[config.mk]
export PLATFORM = sky130hd
export DESIGN_NAME = pcrb_top
export DESIGN_NICKNAME = d
export VERILOG_FILES = /design/src/pcrb_pkg.sv /design/src/pcrb_cfg_if.sv /design/src/pcrb_top.sv /design/src/pcrb_regfile.sv /design/src/pcrb_decode.sv
export SDC_FILE = /design/constraint.sdc
export NUM_CORES = 1
export LEC_CHECK = 0
export BUFFER_PORTS_ARGS = -buffer_cell sky130_fd_sc_hd__buf_4
export CAP_MARGIN = 20
export CORE_ASPECT_RATIO = 0.7
export CORE_MARGIN = 2
export CORE_UTILIZATION = 54
export DETAILED_ROUTE_END_ITERATION = 16
export GPL_TIMING_DRIVEN = 0
export PLACE_DENSITY = 0.85
export SLEW_MARGIN = 20
export SYNTH_ARGS = -nofsm -noshare
export SYNTH_HDL_FRONTEND = slang
export SYNTH_SLANG_ARGS = --single-unit
[constraint.sdc]
create_clock -name clk -period 2.6 [get_ports clk]
set_input_delay 0.52 -clock clk [delete_from_list [all_inputs] [get_ports clk]]
set_output_delay 0.52 -clock clk [all_outputs]
set_load 0.01 [all_outputs]
[src/pcrb_pkg.sv]
package pcrb_pkg;
  localparam logic [11:0] OFF_ALT_N_HI = 12'h01C;
  localparam logic [11:0] OFF_ALT_N_LO_R_HI = 12'h01D;
  localparam logic [11:0] OFF_ALT_R_LO_Q_HI = 12'h01E;
  localparam logic [11:0] OFF_ALT_Q_LO_P_BAND = 12'h01F;
  localparam logic [11:0] OFF_SPREAD_A = 12'h020;
  localparam logic [11:0] OFF_SPREAD_B = 12'h021;
  localparam logic [11:0] OFF_SPREAD_C = 12'h022;
  localparam logic [11:0] OFF_FREQ_SEL = 12'h023;
  localparam logic [11:0] OFF_MUX_STATES = 12'h024;
  localparam logic [11:0] OFF_STATE_CHOICE = 12'h025;
  localparam logic [11:0] OFF_SPREAD_SHAPE = 12'h026;
  localparam int NUM_REGS = 11;
  localparam int FIRST_IDX = 28;
  localparam logic [7:0] RST_ALT_N_HI = 8'h00;
  localparam logic [7:0] RST_ALT_N_LO_R_HI = 8'h40;
  localparam logic [7:0] RST_ALT_R_LO_Q_HI = 8'h02;
  localparam logic [7:0] RST_ALT_Q_LO_P_BAND = 8'h08;
  localparam logic [7:0] RST_SPREAD = 8'h00;
  localparam logic [7:0] RST_FREQ_SEL = 8'h00;
  localparam logic [7:0] RST_MUX_STATES = 8'hED;
  localparam logic [7:0] RST_STATE_CHOICE = 8'h02;
  localparam logic [7:0] RST_SPREAD_SHAPE = 8'h00;
  localparam int BYPASS_BIT = 7;
  localparam int OUT4_SEL_BIT = 6;
  localparam int OUT5_SEL_LSB = 4;
  localparam int STATE_ONE_LSB = 2;
  localparam int STATE_ZERO_LSB = 0;
  localparam int SHAPE_BIT = 7;
  localparam logic [1:0] OUT5_RESERVED = 2'h3;
  localparam logic [1:0] RESP_OKAY = 2'h0;
  localparam logic [1:0] RESP_SLVERR = 2'h2;
  typedef enum logic [3:0] {
    ST_HIZ_DOWN = 4'h1,
    ST_HIZ_RUN = 4'h2,
    ST_LOW_RUN = 4'h4,
    ST_ENABLED = 4'h8
  } pcrb_out_state_t;
  typedef enum logic [3:0] {
    SRC_DIV_TWO = 4'h1,
    SRC_DIV_FOUR = 4'h2,
    SRC_DIV_FIVE = 4'h4,
    SRC_NONE = 4'h8
  } pcrb_src_t;
endpackage

[src/pcrb_cfg_if.sv]
`timescale 1ns/1ps
interface pcrb_cfg_if;
  logic [7:0] regs [pcrb_pkg::NUM_REGS];
  logic [2:0] setting;
  modport bank (output regs);
  modport dec (input regs, input setting);
endinterface

[src/pcrb_top.sv]
// Decided for this implementation: the AXI4-Lite interface to the registers.
`timescale 1ns/1ps
module pcrb_top (
  input wire logic clk,
  input wire logic srst,
  input wire logic [11:0] s_axi_awaddr,
  input wire logic s_axi_awvalid,
  output logic s_axi_awready,
  input wire logic [31:0] s_axi_wdata,
  input wire logic [3:0] s_axi_wstrb,
  input wire logic s_axi_wvalid,
  output logic s_axi_wready,
  output logic [1:0] s_axi_bresp,
  output logic s_axi_bvalid,
  input wire logic s_axi_bready,
  input wire logic [11:0] s_axi_araddr,
  input wire logic s_axi_arvalid,
  output logic s_axi_arready,
  output logic [31:0] s_axi_rdata,
  output logic [1:0] s_axi_rresp,
  output logic s_axi_rvalid,
  input wire logic s_axi_rready,
  input wire logic setting_pin_zero,
  input wire logic setting_pin_one,
  input wire logic setting_pin_two,
  output logic [29:0] loop1_alt_word_q,
  output logic [1:0] loop1_alt_vco_band_q,
  output logic [7:0] loop1_alt_vco_min_mhz_q,
  output logic [2:0] loop2_spread_amount_q,
  output logic loop2_spread_shape_q,
  output logic [7:0] loop2_spread_quarter_pct_q,
  output logic loop2_freq_choice_q,
  output logic loop2_bypass_sel_q,
  output logic loop2_powered_q,
  output logic [3:0] out4_source_q,
  output logic [3:0] out5_source_q,
  output logic [3:0] pair_state_q,
  output logic pair_drive_en_q,
  output logic pair_drive_low_q
);
  pcrb_cfg_if cfg ();

  logic [11:0] awaddr_q;
  logic aw_held_q;
  logic [7:0] wdata_q;
  logic wstrb0_q;
  logic w_held_q;
  logic rd_pend_q;
  logic wr_en;
  logic wr_hit;
  logic rd_hit_q;
  logic [3:0] wr_idx;
  logic [3:0] rd_idx;
  logic [7:0] rd_byte;
  logic [29:0] alt_word;
  logic [1:0] alt_band;
  logic [2:0] spread_amount;
  logic freq_choice;
  logic [1:0] active_state;
  logic [7:0] mux_r;

  // Printed offsets are not word aligned, so each offset is an index at four times its value.
  function automatic logic [3:0] to_idx(input logic [11:0] a);
    logic [9:0] w;
    w = a[11:2] - 10'(pcrb_pkg::FIRST_IDX);
    return w[3:0];
  endfunction

  function automatic logic hit(input logic [11:0] a);
    logic [9:0] w;
    w = a[11:2] - 10'(pcrb_pkg::FIRST_IDX);
    return a[1:0] == 2'b00 && a[11:2] >= 10'(pcrb_pkg::FIRST_IDX) &&
      w < 10'(pcrb_pkg::NUM_REGS);
  endfunction

  assign cfg.setting = {setting_pin_two, setting_pin_one, setting_pin_zero};
  assign wr_idx = to_idx(awaddr_q);
  assign wr_hit = hit(awaddr_q);
  // The byte is fetched on the address handshake, so it is waiting when the answer goes out.
  assign rd_idx = hit(s_axi_araddr) ? to_idx(s_axi_araddr) : 4'hF;
  // A write happens once both halves are held, no response is waiting, the address hits and strobe bit 0 is set.
  assign wr_en = aw_held_q && w_held_q && !s_axi_bvalid && wr_hit && wstrb0_q;

  pcrb_regfile u_regs (
    .clk(clk),
    .srst(srst),
    .wr_en(wr_en),
    .wr_idx(wr_idx),
    .wr_data(wdata_q),
    .rd_idx(rd_idx),
    .rd_data_q(rd_byte),
    .cfg(cfg)
  );

  pcrb_decode u_dec (
    .cfg(cfg),
    .alt_word(alt_word),
    .alt_band(alt_band),
    .spread_amount(spread_amount),
    .freq_choice(freq_choice),
    .state_choice(),
    .active_state(active_state)
  );

  // Each half of a write is held until its response is taken, so either may come first.
  always_ff @(posedge clk) begin
    if (srst) begin
      aw_held_q <= 1'b0;
      awaddr_q <= 12'h000;
    end else if (s_axi_awvalid && s_axi_awready) begin
      aw_held_q <= 1'b1;
      awaddr_q <= s_axi_awaddr;
    end else if (s_axi_bvalid && s_axi_bready) begin
      aw_held_q <= 1'b0;
    end
  end

  always_ff @(posedge clk) begin
    if (srst) begin
      w_held_q <= 1'b0;
      wdata_q <= 8'h00;
      wstrb0_q <= 1'b0;
    end else if (s_axi_wvalid && s_axi_wready) begin
      w_held_q <= 1'b1;
      wdata_q <= s_axi_wdata[7:0];
      wstrb0_q <= s_axi_wstrb[0];
    end else if (s_axi_bvalid && s_axi_bready) begin
      w_held_q <= 1'b0;
    end
  end

  // Ready drops right after a handshake, which keeps the slave to one write at a time.
  always_ff @(posedge clk) begin
    if (srst) begin
      s_axi_awready <= 1'b0;
      s_axi_wready <= 1'b0;
    end else begin
      s_axi_awready <= !aw_held_q && !(s_axi_awvalid && s_axi_awready);
      s_axi_wready <= !w_held_q && !(s_axi_wvalid && s_axi_wready);
    end
  end

  // Unmapped or misaligned writes are dropped and answered with SLVERR.
  always_ff @(posedge clk) begin
    if (srst) begin
      s_axi_bvalid <= 1'b0;
      s_axi_bresp <= pcrb_pkg::RESP_OKAY;
    end else if (s_axi_bvalid) begin
      if (s_axi_bready) begin
        s_axi_bvalid <= 1'b0;
      end
    end else if (aw_held_q && w_held_q) begin
      s_axi_bvalid <= 1'b1;
      s_axi_bresp <= wr_hit ? pcrb_pkg::RESP_OKAY : pcrb_pkg::RESP_SLVERR;
    end
  end

  always_ff @(posedge clk) begin
    if (srst) begin
      s_axi_arready <= 1'b0;
      rd_pend_q <= 1'b0;
      rd_hit_q <= 1'b0;
    end else begin
      s_axi_arready <= !rd_pend_q && !s_axi_rvalid && !(s_axi_arvalid && s_axi_arready);
      if (s_axi_arvalid && s_axi_arready) begin
        rd_pend_q <= 1'b1;
        rd_hit_q <= hit(s_axi_araddr);
      end else if (rd_pend_q) begin
        rd_pend_q <= 1'b0;
      end
    end
  end

  always_ff @(posedge clk) begin
    if (srst) begin
      s_axi_rvalid <= 1'b0;
    end else if (s_axi_rvalid) begin
      if (s_axi_rready) begin
        s_axi_rvalid <= 1'b0;
      end
    end else if (rd_pend_q) begin
      s_axi_rvalid <= 1'b1;
    end
  end

  // Payload loads only with a new answer and holds while the master stalls.
  // Unmapped reads return zero data, since the register file reads nothing for them.
  always_ff @(posedge clk) begin
    if (srst) begin
      s_axi_rdata <= 32'h0000_0000;
      s_axi_rresp <= pcrb_pkg::RESP_OKAY;
    end else if (rd_pend_q && !s_axi_rvalid) begin
      s_axi_rdata <= {24'h00_0000, rd_byte};
      s_axi_rresp <= rd_hit_q ? pcrb_pkg::RESP_OKAY : pcrb_pkg::RESP_SLVERR;
    end
  end

  assign mux_r = cfg.regs[8];

  always_ff @(posedge clk) begin
    if (srst) begin
      loop1_alt_word_q <= 30'h0000_0000;
      loop1_alt_vco_band_q <= 2'h0;
      loop1_alt_vco_min_mhz_q <= 8'h00;
    end else begin
      loop1_alt_word_q <= alt_word;
      loop1_alt_vco_band_q <= alt_band;
      unique case (alt_band)
        2'h0: loop1_alt_vco_min_mhz_q <= 8'h00;
        2'h1: loop1_alt_vco_min_mhz_q <= 8'h7D;
        2'h2: loop1_alt_vco_min_mhz_q <= 8'h96;
        2'h3: loop1_alt_vco_min_mhz_q <= 8'hAF;
      endcase
    end
  end

  // Amount in quarter percent; the top code jumps to 2.0 percent. Shape only
  // decides whether the deviation is one-sided or symmetric.
  always_ff @(posedge clk) begin
    if (srst) begin
      loop2_spread_amount_q <= 3'h0;
      loop2_spread_shape_q <= 1'b0;
      loop2_spread_quarter_pct_q <= 8'h00;
      loop2_freq_choice_q <= 1'b0;
    end else begin
      loop2_spread_amount_q <= spread_amount;
      loop2_spread_shape_q <= cfg.regs[10][pcrb_pkg::SHAPE_BIT];
      loop2_spread_quarter_pct_q <= (spread_amount == 3'h7) ? 8'h08
                                    : {5'h00, spread_amount};
      loop2_freq_choice_q <= freq_choice;
    end
  end

  always_ff @(posedge clk) begin
    if (srst) begin
      loop2_bypass_sel_q <= 1'b1;
    end else begin
      loop2_bypass_sel_q <= mux_r[pcrb_pkg::BYPASS_BIT];
    end
  end

  always_ff @(posedge clk) begin
    if (srst) begin
      out4_source_q <= pcrb_pkg::SRC_DIV_FOUR;
    end else begin
      out4_source_q <= mux_r[pcrb_pkg::OUT4_SEL_BIT] ? pcrb_pkg::SRC_DIV_FOUR
                                                     : pcrb_pkg::SRC_DIV_TWO;
    end
  end

  // The reserved code is stored as written and shown as no source, not refused.
  always_ff @(posedge clk) begin
    if (srst) begin
      out5_source_q <= pcrb_pkg::SRC_DIV_FIVE;
    end else begin
      unique case (mux_r[pcrb_pkg::OUT5_SEL_LSB +: 2])
        2'h0: out5_source_q <= pcrb_pkg::SRC_DIV_TWO;
        2'h1: out5_source_q <= pcrb_pkg::SRC_DIV_FOUR;
        2'h2: out5_source_q <= pcrb_pkg::SRC_DIV_FIVE;
        pcrb_pkg::OUT5_RESERVED: out5_source_q <= pcrb_pkg::SRC_NONE;
      endcase
    end
  end

  always_ff @(posedge clk) begin
    if (srst) begin
      pair_state_q <= pcrb_pkg::ST_HIZ_RUN;
      pair_drive_en_q <= 1'b0;
      pair_drive_low_q <= 1'b0;
    end else begin
      unique case (active_state)
        2'h0: pair_state_q <= pcrb_pkg::ST_HIZ_DOWN;
        2'h1: pair_state_q <= pcrb_pkg::ST_HIZ_RUN;
        2'h2: pair_state_q <= pcrb_pkg::ST_LOW_RUN;
        2'h3: pair_state_q <= pcrb_pkg::ST_ENABLED;
      endcase
      pair_drive_en_q <= active_state[1];
      pair_drive_low_q <= active_state == 2'h2;
    end
  end

  // Loop power is off when bypassed or when the chosen state asks for it.
  always_ff @(posedge clk) begin
    if (srst) begin
      loop2_powered_q <= 1'b0;
    end else begin
      loop2_powered_q <= !mux_r[pcrb_pkg::BYPASS_BIT] && active_state != 2'h0;
    end
  end
endmodule

[src/pcrb_regfile.sv]
`timescale 1ns/1ps
module pcrb_regfile #(
  parameter int NREGS = pcrb_pkg::NUM_REGS
) (
  input wire logic clk,
  input wire logic srst,
  input wire logic wr_en,
  input wire logic [3:0] wr_idx,
  input wire logic [7:0] wr_data,
  input wire logic [3:0] rd_idx,
  output logic [7:0] rd_data_q,
  pcrb_cfg_if.bank cfg
);
  logic [7:0] mem_q [NREGS];
  localparam logic [7:0] RSTV [11] = '{
    pcrb_pkg::RST_ALT_N_HI, pcrb_pkg::RST_ALT_N_LO_R_HI,
    pcrb_pkg::RST_ALT_R_LO_Q_HI, pcrb_pkg::RST_ALT_Q_LO_P_BAND,
    pcrb_pkg::RST_SPREAD, pcrb_pkg::RST_SPREAD, pcrb_pkg::RST_SPREAD,
    pcrb_pkg::RST_FREQ_SEL, pcrb_pkg::RST_MUX_STATES,
    pcrb_pkg::RST_STATE_CHOICE, pcrb_pkg::RST_SPREAD_SHAPE};

  // Every byte reads back what was last written to it.
  always_ff @(posedge clk) begin
    for (int i = 0; i < NREGS; i++) begin
      if (srst) begin
        mem_q[i] <= RSTV[i];
      end else if (wr_en && wr_idx == 4'(i)) begin
        mem_q[i] <= wr_data;
      end
    end
  end

  always_ff @(posedge clk) begin
    if (srst) begin
      rd_data_q <= 8'h00;
    end else begin
      rd_data_q <= (rd_idx < 4'(NREGS)) ? mem_q[rd_idx] : 8'h00;
    end
  end

  assign cfg.regs = mem_q;
endmodule

[src/pcrb_decode.sv]
`timescale 1ns/1ps
module pcrb_decode (
  pcrb_cfg_if.dec cfg,
  output logic [29:0] alt_word,
  output logic [1:0] alt_band,
  output logic [2:0] spread_amount,
  output logic freq_choice,
  output logic state_choice,
  output logic [1:0] active_state
);
  logic [23:0] spread_all;
  logic [7:0] mux_r;
  // Multi-byte fields assemble most significant byte first.
  assign alt_word = {cfg.regs[0], cfg.regs[1], cfg.regs[2], cfg.regs[3][7:2]};
  assign alt_band = cfg.regs[3][1:0];
  assign spread_all = {cfg.regs[4], cfg.regs[5], cfg.regs[6]};
  assign spread_amount = spread_all[3*cfg.setting +: 3];
  assign freq_choice = cfg.regs[7][cfg.setting];
  assign state_choice = cfg.regs[9][cfg.setting];
  assign mux_r = cfg.regs[8];
  assign active_state = state_choice ? mux_r[pcrb_pkg::STATE_ONE_LSB +: 2]
                                     : mux_r[pcrb_pkg::STATE_ZERO_LSB +: 2];
endmodule

## Word-level counts from Yosys, hierarchy flattened

Index checks and enable logic that the tools add are counted.

| storage, ports and cells | value |
|---|---|
| bits in registers | 207 |
| output and inout port bits | 110 |
| logic and storage cells | 152 |

| cells by class | value |
|---|---|
| add/sub/neg operators | 2 |
| multipliers | 1 |
| order comparisons | 7 |
| equality and inequality tests | 20 |
| shift operators | 1 |
| muxes and demuxes | 26 |
| bitwise logic cells | 3 |
| reduce and logical (&&, ||, !) cells | 50 |

Operator list:

| kind | number |
|---|---|
| 8-bit binary-select mux with 4-bit select | 1 |
| 4-bit case mux with 4 select lines | 2 |
| 8-bit case mux with 4 select lines | 1 |
| 1-bit logical AND | 29 |
| 24-bit by 6-bit indexed part select with 3-bit output | 1 |
| 10-bit by 5-bit greater-or-equal comparator with 1-bit output (second input constant) | 2 |
| 10-bit by 4-bit less-than comparator with 1-bit output (second input constant) | 2 |
| 10-bit by 5-bit subtractor with 10-bit output (second input constant) | 2 |
| 4-bit by 3-bit equality test with 1-bit output (second input constant) | 4 |
| 8-bit 2-to-1 mux | 2 |
| 2-bit equality test (second input constant) | 6 |
| 4-bit equality test (second input constant) | 3 |
| 1-bit 2-to-1 mux | 12 |
| 2-bit logical NOT | 5 |
| 1-bit logical NOT | 9 |
| 4-bit by 2-bit equality test with 1-bit output (second input constant) | 2 |
| 2-bit 2-to-1 mux | 4 |
| 4-bit 2-to-1 mux | 2 |
| 1-bit binary-select mux with 3-bit select | 2 |
| 2-bit by 1-bit equality test with 1-bit output (second input constant) | 3 |
| 2-bit nonzero test | 3 |
| 5-bit greater-or-equal comparator (second input constant) | 1 |
| 2-bit by 3-bit multiplier with 5-bit output (first input constant) | 1 |
| 4-bit inverter with 5-bit output | 1 |
| other kinds (8) | 10 |

## Logic depth before layout (Yosys ltp)

| logic depth | value |
|---|---|
| word-level depth | 8 |
| mapped depth | 6 |
| depth with buffers taken out | 6 |

## By module

Synthesis repeated with hierarchy kept, for this count alone.

| second synthesis, totals | value |
|---|---|
| cell total of the unflattened synthesis | 935 |
| area, all modules | 8504.4 um^2 |

By module, submodules not included:

| module | instances | cells an instance | area each (um^2) |
|---|---|---|---|
| pcrb_regfile | 1 | 508 | 4396.7 |
| pcrb_top | 1 | 373 | 3508.4 |
| pcrb_decode | 1 | 54 | 599.3 |

## Worst setup path before layout

OpenSTA, ideal clock, no wires.

| timing | value |
|---|---|
| kind | input to register |
| start point | input setting_pin_zero |
| end point | register loop2_powered_q |
| library setup time | 0.080 ns |
| data arrival time | 1.872 ns |
| slack | 0.648 ns |
| stages on the path | 5 |
| buffers on the path | 1 |
| cells stage by stage | buf_4 > mux4_2 > mux2i_4 > mux2i_1 > nor3b_1 |

| between the ends | value |
|---|---|
| longest elaborated chain between the ends | 5 |

Ends and longest elaborated chain:

| what | line | text |
|---|---|---|
| start: declaration | pcrb_top.sv:23 | `input wire logic setting_pin_zero,` |
| 1-bit binary-select mux with 3-bit select | pcrb_decode.sv:19 | `assign state_choice = cfg.regs[9][cfg.setting];` |
| 1-bit 2-to-1 mux (implied by the code) | pcrb_decode.sv:19 |  |
| 2-bit 2-to-1 mux | pcrb_decode.sv:21 | `assign active_state = state_choice ? mux_r[pcrb_pkg::STATE_ONE_LSB +: 2]` |
| 2-bit nonzero test | pcrb_top.sv:287 | `loop2_powered_q <= !mux_r[pcrb_pkg::BYPASS_BIT] && active_state != 2'h0;` |
| 1-bit logical AND | pcrb_top.sv:287 |  |
| end signal: assignment | pcrb_top.sv:285 | `loop2_powered_q <= 1'b0;` |
| end signal: assignment | pcrb_top.sv:287 |  |
| end: declaration | pcrb_top.sv:34 | `output logic loop2_powered_q,` |

Every way passes these cells. The select of a mux whose other input is x is not followed.
A chain may end at the register's enable or synchronous reset.

## Worst setup path in the final report

| timing | value |
|---|---|
| start point | input s_axi_araddr[4] |
| end point | register u_regs.rd_data_q[1] |

| between the ends | value |
|---|---|
| longest elaborated chain between the ends | 8 |

Ends and longest elaborated chain:

| what | line | text |
|---|---|---|
| start: declaration | pcrb_top.sv:16 | `input wire logic [11:0] s_axi_araddr,` |
| 10-bit by 5-bit subtractor with 10-bit output / 10-bit by 5-bit greater-or-equal comparator with 1-bit output (equally long branches) | pcrb_top.sv:71, pcrb_top.sv:72 |  |
| 10-bit by 4-bit less-than comparator with 1-bit output / 1-bit logical AND (equally long branches) | pcrb_top.sv:73, pcrb_top.sv:72 |  |
| 1-bit logical AND | pcrb_top.sv:72 | `return a[1:0] == 2'b00 && a[11:2] >= 10'(pcrb_pkg::FIRST_IDX) &&` |
| 4-bit 2-to-1 mux * | pcrb_top.sv:80 | `assign rd_idx = hit(s_axi_araddr) ? to_idx(s_axi_araddr) : 4'hF;` |
| 4-bit inverter with 5-bit output (implied by the code) | pcrb_regfile.sv:37 | `rd_data_q <= (rd_idx < 4'(NREGS)) ? mem_q[rd_idx] : 8'h00;` |
| 8-bit binary-select mux with 4-bit select | pcrb_regfile.sv:37 |  |
| 8-bit 2-to-1 mux (implied by the code) (2 in series) | pcrb_regfile.sv:37 |  |
| end signal: assignment | pcrb_regfile.sv:37 |  |
| end: declaration | pcrb_regfile.sv:11 | `output logic [7:0] rd_data_q,` |

Every way passes the cells marked *; elsewhere a longest branch is shown, timed or not. The select of a mux whose other input is x is not followed.

==> summary.txt <==
Post-synthesis simple-gate area fraction: 18.7%
Setup ws final: 0.302 ns
Filler cell count: 1216
Clock Root Buffer: clkbuf_16
Post-route DRC: 0
Leak: 4.20 nW
CP required: 2.89 ns
Worst-path cell chain: buf_4 -> inv_1 -> ha_1 -> nor4_1 -> nand4b_1 -> a2111oi_0 -> o32ai_1
Synth warn: 0
Startpoint Class: input port
Type of the most critical hold path: input port to flip-flop
TritonCTS Buffers: 17
Cells on Worst Hold Path: 2
Clock sink count: 195
Slowest stage delay, CP: 0.68 ns
R2R Setup Slk: 0.37 ns
Setup Crit Path Kind: input port to flip-flop
Buf+Inv Stages, Crit Path: 2
Maximum number of pins on one net before global-route repair: 23
RSZ-0062 raised after global routing: false
Clk_skew: 0.0124 ns
Io pins: 180
Top delay family on crit path: compound AO/OA/AOI/OAI gates
Share of post-route cells with drive strength above 1: 22.3%
Core ar.: 0.0153 mm^2
Max_slew headroom: 29.7%
Synth Flop Type: dfxtp_1
Htree depth: 4
CP max FO: 7
R2R cell count: 6
Final setup fails: 0
CTS Buffer Depth: 2
Outcome: finished, final reports clean
Num rows: 38
Final Hold Viols: 0
Routed wire length: 24300 um
Grt total ovfl: 0
Global-route wire length before repair: 37700 um
Post-synth EDFFs: 0
Ys async rst share: 0%
Max-slew violation count: 0
Distinct cells, synth: 59
Sequential-to-total area share from yosys stat: 46.6%
Worst Tran Pin Value: 1.05 ns
Mux share of post-synthesis cell area: 11.3%
Post-DP HPWL: 17000 um
Maximum vdd drop: 0.444 mV
Mapped Cells: 904
Synthesis-to-finish area growth: 22.1%
Cell Area, Synth: 0.00837 mm^2
Die ar.: 0.0165 mm^2
Post-synthesis adder-cell area fraction: 1.05%
Final nets: 1145
Drt pass-1 iters: 7
Post-DR vias/cell: 5.95
Vias: 7618
Post-synthesis compound-gate area fraction: 13.1%
Hold-fix buffers at CTS: 0
Fin crit period: 2.30 ns
Worst-skew pair later-pin latency: 0.44 ns
Highest-count cells in the layout ignoring fill and taps: 195 x dfxtp_1, 159 x buf_4, 104 x nand2_1
# port buffers: 114
Initial Util: 54.7%
PD cells: 617 mW/mm^2
TNS Setup: 0 ns
# diodes: 0
Initial antenna violation count: 1
Antenna-violating nets left: 0
Post-Synth XOR/XNOR Area: 0.105%
Avg Cell Area, Syn: 9.26 um^2
Commonest non-fill, non-tap cell in the layout: dfxtp_1
Total GRT Usage: 29.1%
Die Ht: 108 um
Critical path depth: 7
1st-iter DRT viols: 1260
Post-layout util: 66.8%
Fin area: 0.0102 mm^2
Largest family of logic cells by synthesized area: simple AND/OR/NAND/NOR gates
Post-CTS Setup Inserts: 0
Count of max-cap constraint violations: 0
Post-Place Worst Slack: 0.00490 ns
Setup crit end kind: flip-flop
Fmax: 0.435 GHz
Placed inst area: 0.00959 mm^2
Synth Register Bits: 195
CTS clk-pin slew, worst paths: 0.08 ns
Tcrit/Tclk final: 88.4%
Quantity of gates resized following cts: 0
Routed len/inst: 19.0 um
CTS tree: built
Die width: 153 um
Slowest CP cell: a2111oi_0
Vias in the first global route: 7061
Routability Congestion: 0.966
Critical Path AT: 2.59 ns
==> cell type report <==
class | instances | area, um^2 | area share, %
inverters | 39 | 146 | 1.43
repair buffers | 114 | 856 | 8.37
clock inverters | 15 | 201 | 1.97
multi-input cells | 592 | 3830 | 37.4
flip-flops and latches | 195 | 3900 | 38.2
clock buffers | 17 | 425 | 4.16
plain buffers | 109 | 612 | 5.99
well taps | 200 | 250 | 2.45
==> power by group <==
part | leakage, nW | switching [mW] | total, mW | internal [mW]
registers | 1.58 | 0.0190 | 3.03 | 3.01
clock network | 0.301 | 1.38 | 2.71 | 1.33
logic | 2.32 | 0.365 | 0.566 | 0.201
total | 4.20 | 1.76 | 6.31 | 4.54
==> logic make-up (layout without fill, tap and decap cells) <==
group	after synthesis	count (layout)
DFF	195	195
other	1	32
AOI/OAI and AO/OA	190	190
and+or+nand+nor	291	291
xor gates and xnor gates	1	1
buffers and inverters	148	294
muxes	71	71
adders and majority gates	7	7
==> worst paths after layout <==
kind / start / endpoint
max: s_axi_araddr[4] / u_regs.rd_data_q[1]
min: s_axi_rready / s_axi_rvalid
max reg2reg: awaddr_q[5] / u_regs.cfg.regs[6]
min reg2reg: u_regs.rd_data_q[0] / s_axi_rdata[0]
==> state kept, by name, indices dropped and copies added, names as in the netlist, 2 cells and up <==
signal	count
loop1_alt_vco_min_mhz_q	5
awaddr_q	12
loop2_spread_amount_q	3
out5_source_q	4
loop1_alt_word_q	30
out4_source_q	2
u_regs.rd_data_q	8
loop1_alt_vco_band_q	2
s_axi_rdata	8
wdata_q	8
pair_state_q	4
loop2_spread_quarter_pct_q	4
u_regs.cfg.regs	88
==> per-layer routing <==
metal  global-route usage (%)  wire length, um
met5                        0                0
met2                     44.3            10700
met3                     7.49             3320
met4                     11.8              679
met1                     40.0             9630
==> per-stage QoR <==
stage	hold slack, ns	power [mW]	std cells
floorplan	0.417	3.46	935
global placement	0.422	3.63	1249
detailed placement	0.428	3.64	1249
CTS	0.265	6.30	1281
global route	0.266	6.48	1281
finish	0.265	6.31	1281
==> synthesized netlist by cell type (13+ instances only) <==
| master | instances | area [um^2] |
|---|---|---|
| buf_2 | 15 | 75.1 |
| nor2_1 | 34 | 128 |
| nor2b_1 | 13 | 81.3 |
| mux4_2 | 18 | 405 |
| inv_1 | 38 | 143 |
| nand4_1 | 63 | 394 |
| a21oi_1 | 96 | 480 |
| clkbuf_1 | 40 | 150 |
| nand2_1 | 104 | 390 |
| buf_4 | 45 | 338 |
| dfxtp_1 | 195 | 3900 |
| mux2i_1 | 52 | 521 |
| o21ai_0 | 51 | 255 |
==> worst register-to-register path: cells and delay by family, from the launching register on <==
kind	cells	cell delay (ns)
buf+inv	3	0.98
compound gates	2	0.65
flops	1	0.35
simple gates	1	0.16
Note: power is estimated with default switching activity, not from simulation.
